<file path="src/verilog/jclc_pkg.sv">
package jclc_pkg;
   // ------------------------------------------------------------
   // register map
   // ------------------------------------------------------------
   localparam logic [9:0] ADDR_CHAN_EN = 10'h209;
   localparam logic [9:0] ADDR_SYNC_HDR = 10'h20f;
   localparam logic [9:0] ADDR_SYNC_THR = 10'h210;
   localparam logic [9:0] ADDR_LINK_CTL = 10'h2f0;
   localparam logic [9:0] ADDR_STATUS = 10'h2f1;
   // ------------------------------------------------------------
   // reset values
   // ------------------------------------------------------------
   localparam logic [7:0] RST_CHAN_EN = 8'h03;
   localparam logic [7:0] RST_SYNC_HDR = 8'h00;
   localparam logic [7:0] RST_SYNC_THR = 8'h03;
   localparam logic [7:0] RST_LINK_CTL = 8'h00;
   // ------------------------------------------------------------
   // field positions
   // ------------------------------------------------------------
   localparam int BIT_FIRST_PAIR = 0;
   localparam int BIT_SECOND_PAIR = 1;
   localparam int BIT_ONE_CHANNEL = 2;
   localparam int BIT_LINK_EN = 0;
   localparam int BIT_CAL_EN = 1;
   localparam int SH_LSB = 0;
   localparam int THR_LSB = 0;
   localparam int THR_W = 5;
   // ------------------------------------------------------------
   // sync header codes
   // ------------------------------------------------------------
   localparam logic [1:0] SH_CRC12 = 2'h0;
   localparam logic [1:0] SH_FEC = 2'h2;
   localparam int CMD_W = 8;
   // link sequencing, gray along disabled, apply, running
   typedef enum logic [1:0] {
      ST_DISABLED = 2'h0,
      ST_APPLY = 2'h1,
      ST_RUNNING = 2'h3
   } jclc_link_st_t;
endpackage : jclc_pkg

</file>
<file path="src/verilog/jclc_cfg_if.sv">
`timescale 1ns/10ps
// applied link settings and the scaled frame layout
interface jclc_cfg_if;
   logic first_pair;
   logic second_pair;
   logic one_channel;
   logic [3:0] mode_lanes;
   logic [3:0] mode_convs;
   logic [3:0] link_lanes;
   logic [3:0] link_convs;
   logic [3:0] chan_on;
   logic tail_bits;
   logic relocate_cd;
   modport ctrl (output first_pair, second_pair, one_channel, mode_lanes, mode_convs,
      input link_lanes, link_convs, chan_on, tail_bits, relocate_cd);
   modport scale (input first_pair, second_pair, one_channel, mode_lanes, mode_convs,
      output link_lanes, link_convs, chan_on, tail_bits, relocate_cd);
endinterface : jclc_cfg_if

</file>
<file path="src/verilog/jclc_scale.sv">
`timescale 1ns/10ps
module jclc_scale (
   input wire logic clk,
   input wire logic rst,
   jclc_cfg_if.scale cfg
);
   typedef struct packed {
      logic [3:0] lanes;
      logic [3:0] convs;
      logic [3:0] chan;
      logic tail;
      logic reloc;
   } jclc_scale_t;
   jclc_scale_t st_ff;
   jclc_scale_t nxt_st;
   logic pair_off;
   // ------------------------------------------------------------
   // lane and converter scaling
   // ------------------------------------------------------------
   always_comb begin
      pair_off = !cfg.first_pair || !cfg.second_pair || cfg.one_channel;
      nxt_st.lanes = cfg.mode_lanes;
      nxt_st.convs = cfg.mode_convs;
      if (pair_off) begin
         nxt_st.lanes = 4'((5'(cfg.mode_lanes) + 5'h01) >> 1);
         nxt_st.convs = cfg.mode_convs >> 1;
      end
      nxt_st.tail = pair_off && cfg.mode_lanes[0];
      nxt_st.reloc = !cfg.first_pair;
      nxt_st.chan[0] = cfg.first_pair;
      nxt_st.chan[1] = cfg.first_pair && !cfg.one_channel;
      nxt_st.chan[2] = cfg.second_pair && !cfg.one_channel;
      nxt_st.chan[3] = cfg.second_pair && !cfg.one_channel;
   end
   // state register
   always_ff @(posedge clk) begin
      if (rst) begin
         st_ff <= '0;
      end else begin
         st_ff <= nxt_st;
      end
   end
   assign cfg.link_lanes = st_ff.lanes;
   assign cfg.link_convs = st_ff.convs;
   assign cfg.chan_on = st_ff.chan;
   assign cfg.tail_bits = st_ff.tail;
   assign cfg.relocate_cd = st_ff.reloc;
endmodule : jclc_scale

</file>
<file path="src/verilog/jclc_sync_det.sv">
`timescale 1ns/10ps
module jclc_sync_det (
   input wire logic clk,
   input wire logic rst,
   input wire logic sync_n_pin,
   input wire logic armed,
   input wire logic [4:0] thresh,
   output logic sync_level,
   output logic sync_req
);
   typedef struct packed {
      logic meta;
      logic sync_n;
      logic [4:0] cnt;
      logic req;
   } jclc_det_t;
   jclc_det_t st_ff;
   jclc_det_t nxt_st;
   logic [5:0] low_run_ff;
   // ------------------------------------------------------------
   // low-run counter on the synchronised sync input
   // ------------------------------------------------------------
   always_comb begin
      nxt_st = st_ff;
      nxt_st.meta = sync_n_pin;
      nxt_st.sync_n = st_ff.meta;
      if (st_ff.sync_n || !armed) begin
         nxt_st.cnt = 5'h00; // short lows count as error reports
         nxt_st.req = 1'b0;
      end else if (st_ff.cnt >= thresh) begin
         nxt_st.req = 1'b1; // low for thresh+1 samples
      end else begin
         nxt_st.cnt = st_ff.cnt + 5'h01;
      end
   end
   // state register, sampled on the link-rate clock
   always_ff @(posedge clk) begin
      if (rst) begin
         st_ff <= '{meta: 1'b1, sync_n: 1'b1, cnt: 5'h00, req: 1'b0};
      end else begin
         st_ff <= nxt_st;
      end
   end
   // helper: length of current low run, checks only
   always_ff @(posedge clk) begin
      if (rst || st_ff.sync_n) begin
         low_run_ff <= 6'h00;
      end else if (low_run_ff != 6'h3f) begin
         low_run_ff <= low_run_ff + 6'h01;
      end
   end
   assign sync_level = st_ff.sync_n;
   assign sync_req = st_ff.req;
endmodule : jclc_sync_det

</file>
<file path="src/verilog/jclc_top.sv">
// Strobed register access was left to the implementer.
`timescale 1ns/10ps
module jclc_top (
   input wire logic REF_CLK,
   input wire logic RST,
   input wire logic [9:0] REG_ADDR,
   input wire logic [7:0] REG_WDATA,
   input wire logic REG_WR,
   input wire logic REG_RD,
   output logic [7:0] REG_RDATA,
   input wire logic [3:0] MODE_LANE_COUNT,
   input wire logic [3:0] MODE_CONVERTER_COUNT,
   input wire logic MODE_IS_64B66B,
   input wire logic SYNC_N,
   output logic LINK_ENABLE,
   output logic CAL_ENABLE,
   output logic [3:0] CHANNEL_ON,
   output logic [3:0] LINK_LANES,
   output logic [3:0] LINK_CONVERTERS,
   output logic TAIL_BITS,
   output logic RELOCATE_CD,
   output logic SYNC_WORD_CRC,
   output logic SYNC_WORD_FEC,
   output logic [7:0] CMD_FIELD,
   output logic SYNC_REQUEST
);
   // ------------------------------------------------------------
   // state
   // ------------------------------------------------------------
   typedef struct packed {
      logic [7:0] chan_en;
      logic [7:0] sync_hdr;
      logic [7:0] sync_thr;
      logic [7:0] link_ctl;
      logic [7:0] rdata;
      logic [2:0] act_chan;
      logic [1:0] act_hdr;
      logic act_64b;
      logic [3:0] act_lanes;
      logic [3:0] act_convs;
      logic [4:0] act_thr;
      logic crc;
      logic fec;
      jclc_pkg::jclc_link_st_t link;
   } jclc_top_t;
   jclc_top_t st_ff;
   jclc_top_t nxt_st;
   logic sync_level;
   logic sync_req;
   logic [7:0] status;
   jclc_cfg_if cfg ();

   // ------------------------------------------------------------
   // address decode
   // ------------------------------------------------------------
   function automatic logic hit(input logic [9:0] a, input logic [9:0] off);
      hit = (a == off);
   endfunction : hit

   // status word: running, request, tail, relocate, lane count
   assign status = {cfg.link_lanes, cfg.relocate_cd, cfg.tail_bits, sync_req,
      st_ff.link == jclc_pkg::ST_RUNNING};

   // ------------------------------------------------------------
   // next state
   // ------------------------------------------------------------
   always_comb begin
      nxt_st = st_ff;
      // register writes; reserved bits are stored as written
      if (REG_WR) begin
         if (hit(REG_ADDR, jclc_pkg::ADDR_CHAN_EN)) begin
            nxt_st.chan_en = REG_WDATA;
         end
         if (hit(REG_ADDR, jclc_pkg::ADDR_SYNC_HDR)) begin
            nxt_st.sync_hdr = REG_WDATA;
         end
         if (hit(REG_ADDR, jclc_pkg::ADDR_SYNC_THR)) begin
            nxt_st.sync_thr = REG_WDATA;
         end
         if (hit(REG_ADDR, jclc_pkg::ADDR_LINK_CTL)) begin
            nxt_st.link_ctl = REG_WDATA;
         end
      end
      // read data stands only in the cycle after the strobe
      nxt_st.rdata = 8'h00;
      if (REG_RD) begin
         if (hit(REG_ADDR, jclc_pkg::ADDR_CHAN_EN)) begin
            nxt_st.rdata = st_ff.chan_en;
         end else if (hit(REG_ADDR, jclc_pkg::ADDR_SYNC_HDR)) begin
            nxt_st.rdata = st_ff.sync_hdr;
         end else if (hit(REG_ADDR, jclc_pkg::ADDR_SYNC_THR)) begin
            nxt_st.rdata = st_ff.sync_thr;
         end else if (hit(REG_ADDR, jclc_pkg::ADDR_LINK_CTL)) begin
            nxt_st.rdata = st_ff.link_ctl;
         end else if (hit(REG_ADDR, jclc_pkg::ADDR_STATUS)) begin
            nxt_st.rdata = {sync_level, status[6:0]};
         end
      end
      // link sequencing: settings snapshot on enable
      case (st_ff.link)
         jclc_pkg::ST_DISABLED: begin
            if (st_ff.link_ctl[jclc_pkg::BIT_LINK_EN]) begin
               nxt_st.link = jclc_pkg::ST_APPLY;
               nxt_st.act_chan = st_ff.chan_en[2:0];
               nxt_st.act_hdr = st_ff.sync_hdr[jclc_pkg::SH_LSB +: 2];
               nxt_st.act_thr = st_ff.sync_thr[jclc_pkg::THR_LSB +: jclc_pkg::THR_W];
               nxt_st.act_64b = MODE_IS_64B66B;
               nxt_st.act_lanes = MODE_LANE_COUNT;
               nxt_st.act_convs = MODE_CONVERTER_COUNT;
            end
         end
         jclc_pkg::ST_APPLY: begin
            nxt_st.link = jclc_pkg::ST_RUNNING;
         end
         jclc_pkg::ST_RUNNING: begin
            if (!st_ff.link_ctl[jclc_pkg::BIT_LINK_EN]) begin
               nxt_st.link = jclc_pkg::ST_DISABLED;
            end
         end
         default: begin
            nxt_st.link = jclc_pkg::ST_DISABLED;
         end
      endcase
      // sync word content, only for 64b/66b links
      nxt_st.crc = nxt_st.act_64b && nxt_st.act_hdr == jclc_pkg::SH_CRC12;
      nxt_st.fec = nxt_st.act_64b && nxt_st.act_hdr == jclc_pkg::SH_FEC;
   end

   // ------------------------------------------------------------
   // state register
   // ------------------------------------------------------------
   always_ff @(posedge REF_CLK) begin
      if (RST) begin
         st_ff.chan_en <= jclc_pkg::RST_CHAN_EN;
         st_ff.sync_hdr <= jclc_pkg::RST_SYNC_HDR;
         st_ff.sync_thr <= jclc_pkg::RST_SYNC_THR;
         st_ff.link_ctl <= jclc_pkg::RST_LINK_CTL;
         st_ff.rdata <= 8'h00;
         st_ff.act_chan <= jclc_pkg::RST_CHAN_EN[2:0];
         st_ff.act_hdr <= jclc_pkg::RST_SYNC_HDR[1:0];
         st_ff.act_64b <= 1'b0;
         st_ff.act_lanes <= 4'h0;
         st_ff.act_convs <= 4'h0;
         st_ff.act_thr <= jclc_pkg::RST_SYNC_THR[4:0];
         st_ff.crc <= 1'b0;
         st_ff.fec <= 1'b0;
         st_ff.link <= jclc_pkg::ST_DISABLED;
      end else begin
         st_ff <= nxt_st;
      end
   end

   // ------------------------------------------------------------
   // applied settings to the scaler
   // ------------------------------------------------------------
   assign cfg.first_pair = st_ff.act_chan[jclc_pkg::BIT_FIRST_PAIR];
   assign cfg.second_pair = st_ff.act_chan[jclc_pkg::BIT_SECOND_PAIR];
   assign cfg.one_channel = st_ff.act_chan[jclc_pkg::BIT_ONE_CHANNEL];
   assign cfg.mode_lanes = st_ff.act_lanes;
   assign cfg.mode_convs = st_ff.act_convs;

   jclc_scale u_scale (
      .clk(REF_CLK),
      .rst(RST),
      .cfg(cfg.scale)
   );

   jclc_sync_det u_sync (
      .clk(REF_CLK),
      .rst(RST),
      .sync_n_pin(SYNC_N),
      .armed(st_ff.link == jclc_pkg::ST_RUNNING),
      .thresh(st_ff.act_thr),
      .sync_level(sync_level),
      .sync_req(sync_req)
   );

   // ------------------------------------------------------------
   // outputs
   // ------------------------------------------------------------
   assign REG_RDATA = st_ff.rdata;
   assign LINK_ENABLE = st_ff.link == jclc_pkg::ST_RUNNING;
   assign CAL_ENABLE = st_ff.link_ctl[jclc_pkg::BIT_CAL_EN];
   assign CHANNEL_ON = cfg.chan_on;
   assign LINK_LANES = cfg.link_lanes;
   assign LINK_CONVERTERS = cfg.link_convs;
   assign TAIL_BITS = cfg.tail_bits;
   assign RELOCATE_CD = cfg.relocate_cd;
   assign SYNC_WORD_CRC = st_ff.crc;
   assign SYNC_WORD_FEC = st_ff.fec;
   assign CMD_FIELD = {jclc_pkg::CMD_W{1'b0}}; // idle headers only
   assign SYNC_REQUEST = sync_req;
endmodule : jclc_top

</file>
<file path="config.mk">
export PLATFORM = sky130hd
export DESIGN_NAME = jclc_top
export DESIGN_NICKNAME = d
export VERILOG_FILES = /design/src/verilog/jclc_pkg.sv /design/src/verilog/jclc_cfg_if.sv /design/src/verilog/jclc_scale.sv /design/src/verilog/jclc_sync_det.sv /design/src/verilog/jclc_top.sv
export SDC_FILE = /design/constraint.sdc
export NUM_CORES = 1
export LEC_CHECK = 0
export ABC_AREA = 1
export BUFFER_PORTS_ARGS = -buffer_cell sky130_fd_sc_hd__buf_2
export CAP_MARGIN = 20
export CORE_ASPECT_RATIO = 0.6
export CORE_MARGIN = 2
export CORE_UTILIZATION = 34
export DETAILED_ROUTE_END_ITERATION = 16
export GPL_ROUTABILITY_DRIVEN = 0
export PLACE_DENSITY_LB_ADDON = 0.05
export SYNTH_ARGS = -nofsm -noshare
export SYNTH_HDL_FRONTEND = slang
export SYNTH_HIERARCHICAL = 1
export SYNTH_SLANG_ARGS = --single-unit
</file>
<file path="constraint.sdc">
create_clock -name REF_CLK -period 2.5 [get_ports REF_CLK]
set_input_delay 0.25 -clock REF_CLK [delete_from_list [all_inputs] [get_ports REF_CLK]]
set_output_delay 0.25 -clock REF_CLK [all_outputs]
set_load 0.1 [all_outputs]
</file>
Word-level counts from Yosys, hierarchy flattened
Cells that the tools add are included.
Storage, ports and cells
  flip-flop bits (word level): 84
  latch bits: 0
  RAM bits: 0
  memory bits (read-only): 0
  memories: 0
Operators by class
  add/subtract/negate cells: 2
  $mul: 0
  div/mod/pow operators: 0
  order comparisons: 1
  equality and inequality tests: 10
  shifts and indexed selects: 0
  mux-type cells: 11
  bitwise operators: 1
  reductions and logical operators: 23
Operators with widths (number)
  $eq 10x10->1 const B: 5
  $mux 8: 6
  $mux 16: 2
  $reduce_and 2->1: 6
  $pmux 2 s3: 1
  $reduce_or 2->1: 3
  $add 4x1->5 const B: 1
  $add 5x1->5 const B: 1
  $ge 5x5->1: 1
  $logic_and 1x1->1: 5
  $eq 2x2->1 const B: 2
  $logic_not 1->1: 4
  $logic_not 2->1: 2
  $mux 2: 2
  $ne 2x2->1 const B: 2
  $logic_or 1x1->1: 3
  $eq 2x1->1 const B: 1
  $not 1->1: 1

Longest topological paths before layout
  depth after elaboration: 6
  mapped depth: 9
  depth with buffers taken out: 9

Hierarchy
The synthesis kept the hierarchy.
By module, submodules not included
  jclc_top: instances 1, cells each 409, area an instance 2950.3 µm², seq. area each 1261.2 µm²
  jclc_sync_det: instances 1, cells each 69, area an instance 518.0 µm², seq. area each 160.2 µm²
  jclc_scale: instances 1, cells each 58, area an instance 484.2 µm², seq. area each 260.2 µm²

Worst setup path after synthesis
Ideal clock, no wire load.
  path type: register to output
  start point: reg, netlist name u_scale/cfg.chan_on[2]
  end point: out CHANNEL_ON[3]
  data arrival time: 1356 ps
  required time: 2250 ps
  path slack: 894 ps
  cell stages (with the launch flop): 2
  buffers on the path: 1
  cell sequence: dfxtp_1 buf_4
RTL lines
  end, declared: line jclc_top.sv:17  | output logic [3:0] CHANNEL_ON,

Worst setup path in the final report
  start point: reg st_ff[0] in the netlist's numbering
  end point: out LINK_ENABLE
On the way
  word-level cells in the longest chain between the ends: 1
RTL lines
  start, declared: line jclc_top.sv:46  | jclc_top_t st_ff;
  start signal, assigned: line jclc_top.sv:149  | st_ff <= nxt_st;
  $eq 2x2->1: line jclc_top.sv:182  | assign LINK_ENABLE = st_ff.link == jclc_pkg::ST_RUNNING;
  end, declared: line jclc_top.sv:15  | output logic LINK_ENABLE,
Every way passes these cells.

==> impl_metrics.csv <==
group,metric,value,unit
run_status,status,"finished, final reports clean",
clock_network,hold_buffers,0,
layout,drive_gt1_share,19.7,%
synthesis,syn_area,3950,um^2
clock_network,cts-buffers-inserted,9,
synthesis,synth_warnings,6,
layout,final_cell_mix,"nand2_1, dfxtp_1, inv_1",
layout,fin_nets,623,
place,placed_cells,733,
floorplan,die_area,12500,um^2
floorplan,ioPinCount,67,
synthesis,synth-seq-cells,84,
setup_path,crit_type,"reg -> out",
detailed_routing,postRouteAntennaNets,0,
floorplan,fp.coreArea,11300,um^2
global_route,grt_pass1_wl,17300,um
power_and_ir_drop,p_total,2.89,mW
synthesis,seq_area_frac_synth,42.5,%
detailed_routing,wl,10700,um
setup_path,worstPathRequired,2250,ps
layout,syn2layout_area_growth,16.0,%
power_and_ir_drop,cellLeakagePower,2.16,nW
clock_network,cts.htree.levels,3,
global_route,grt_usage,18.3,%
clock_network,cts_resized,0,
synthesis,yosys_most_used_dff,"dfxtp_1",
setup_path,end_kind,"primary output",
hold_path,hold_path_class,"in -> reg",
setup_path,arrival,1280,ps
global_route,use_met3,4.56,%
timing,fmax,0.653,GHz
timing,finalCritPeriodShare,61.2,%
layout,final.fill_count,1209,
place,post-dp-hpwl,8200,um
global_route,use_met1,30.7,%
timing,setup_viol,0,
clock_network,clkSinkCount,84,
global_route,grt.busiest_layer,"met1",
synthesis,synth-simple-area-share,28.0,%
setup_path,critical_path.max_fanout,3,
synthesis,syn_avg_cell_area,7.37,um^2
synthesis,synth_compound_area_share,14.2,%
synthesis,synth-edff-count,0,
synthesis,synth_top_family_by_area,"simple AND/OR/NAND/NOR gates",
synthesis,netlist_instances,536,
synthesis,synth-xor-area-share,0.222,%
timing,hold_viol_final,0,
detailed_routing,via_per_inst,4.57,
clock_network,cts_tree,"built",
global_route,use_met2,21.9,%
power_and_ir_drop,irDropWorstVdd,0.360,mV
synthesis,synthAdderAreaFrac,2.22,%
layout,diodes,0,
place,port-buffer-count,58,
detailed_routing,drt_pre_antenna_iters,5,
setup_path,worstSetupStartpointType,"flip-flop",
timing,tightestPinTransition,655,ps
layout,instances_no_fill,748,
global_route,grt_max_degree,24,
floorplan,start_util,35.0,%
layout,mostFrequentLayoutCell,"nand2_1",
clock_network,path_clk_slew,60,ps
floorplan,die_w,143,um
clock_network,root_buffer,"clkbuf_16",
synthesis,muxShareOfSynthArea,0,%
synthesis,synth_async_sr_flop_share,0,%
timing,clock_skew,6.22,ps
timing,slew_viol_final,0,
global_route,first_global_vias,3179,
timing,period_needed,1530,ps
floorplan,core.rowCount,30,
detailed_routing,route.detailed.drc,0,
detailed_routing,wl_per_cell,14.3,um
synthesis,yosys.cell_types.count,34,
floorplan,die_h,87.5,um
detailed_routing,drtIter0Drc,316,
clock_network,clk_path_buf_depth,2,
global_route,grt_overflow,0,
timing,maxSlewHeadroom,56.3,%
detailed_routing,vias,3415,
global_route,antenna_found_initial,0,
run,drv_cap,0,
timing,fin_tns_setup,0,ps
power_and_ir_drop,power_density,631,nW/um^2
timing,rsz0062_at_grt,"false",
clock_network,cts_setup_buffers,0,
clock_network,clk_latency,340,ps
## cells by family after synthesis
family,count (synthesis)
other cells,1
simple gates,237
buf+inv,105
flops,84
fa+ha+maj,7
compound gates,101
xor+xnor,1
## cells in the mapped netlist (5+ instances only)
cell	n	area, um^2
nor2_1	68	255
inv_1	71	267
clkbuf_1	6	22.5
ha_1	7	87.6
nand2_1	89	334
buf_4	18	135
a21oi_1	36	180
nand2_2	7	43.8
nand3_1	46	230
nor2_4	7	78.8
o21ai_0	47	235
dfxtp_1	84	1680
a21oi_2	8	70.1
o211ai_1	5	37.5
## critical path, stage by stage (launching register included)
cell	delay (ps)
dfxtp_1	350
nand2_1	80
inv_1	90
buf_2	430
## final timing paths
kind	from	to	slack [ps]	cells past startpoint
worst max-delay path	st_ff[0]	LINK_ENABLE	970	3
worst min-delay path	SYNC_N	u_sync/nxt_st[6]	90	2
worst max register to register	u_sync/st_ff[3]	u_sync/sync_req	1020	7
worst min register to register	u_sync/nxt_st[6]	u_sync/sync_level	440	1
## sequential cells by signal (all words and copies together), names as in the netlist, 3 cells and up
register and cells:
st_ff 41, u_scale/cfg.chan_on 3, u_sync/st_ff 5, REG_RDATA 8, cfg.mode_lanes 4, cfg.mode_convs 4
u_scale/cfg.link_lanes 4, u_scale/cfg.link_convs 4
## through the flow
stage               setup slack, ps  area (um^2)  hold slack [ps]  util (%)
floorplan                       894         3980              312         -
global placement                800         4280              402      37.9
detailed placement              759         4280              419      37.9
CTS                             948         4580             86.3      40.6
global route                    795         4580             85.5      40.6
finish                          970         4580             94.6      40.6
## routing by layer
| metal | vias up | share of wire, % |
|---|---|---|
| met2 | 88 | 34 |
| met3 | 11 | 7.2 |
| met5 | - | 0 |
| li1 | 1782 | - |
| met4 | 0 | 0.99 |
| met1 | 1534 | 58 |
## where the power goes
group          internal [mW]  switching [mW]  total [mW]
Clock                  0.825           0.537        1.36
Combinational         0.0350           0.149       0.184
Sequential              1.34         0.00182        1.34
Total                   2.20           0.687        2.89
## cell type report
cell class	instances	area, um^2	area share (%)
well taps	160	200	4.37
clock inverters	3	46.3	1.01
inverters	74	288	6.28
flip-flops and latches	84	1680	36.7
clock buffers	12	256	5.60
multi-input cells	354	1800	39.2
repair buffers	61	313	6.83
No activity file was read; power rests on OpenSTA's default activity.
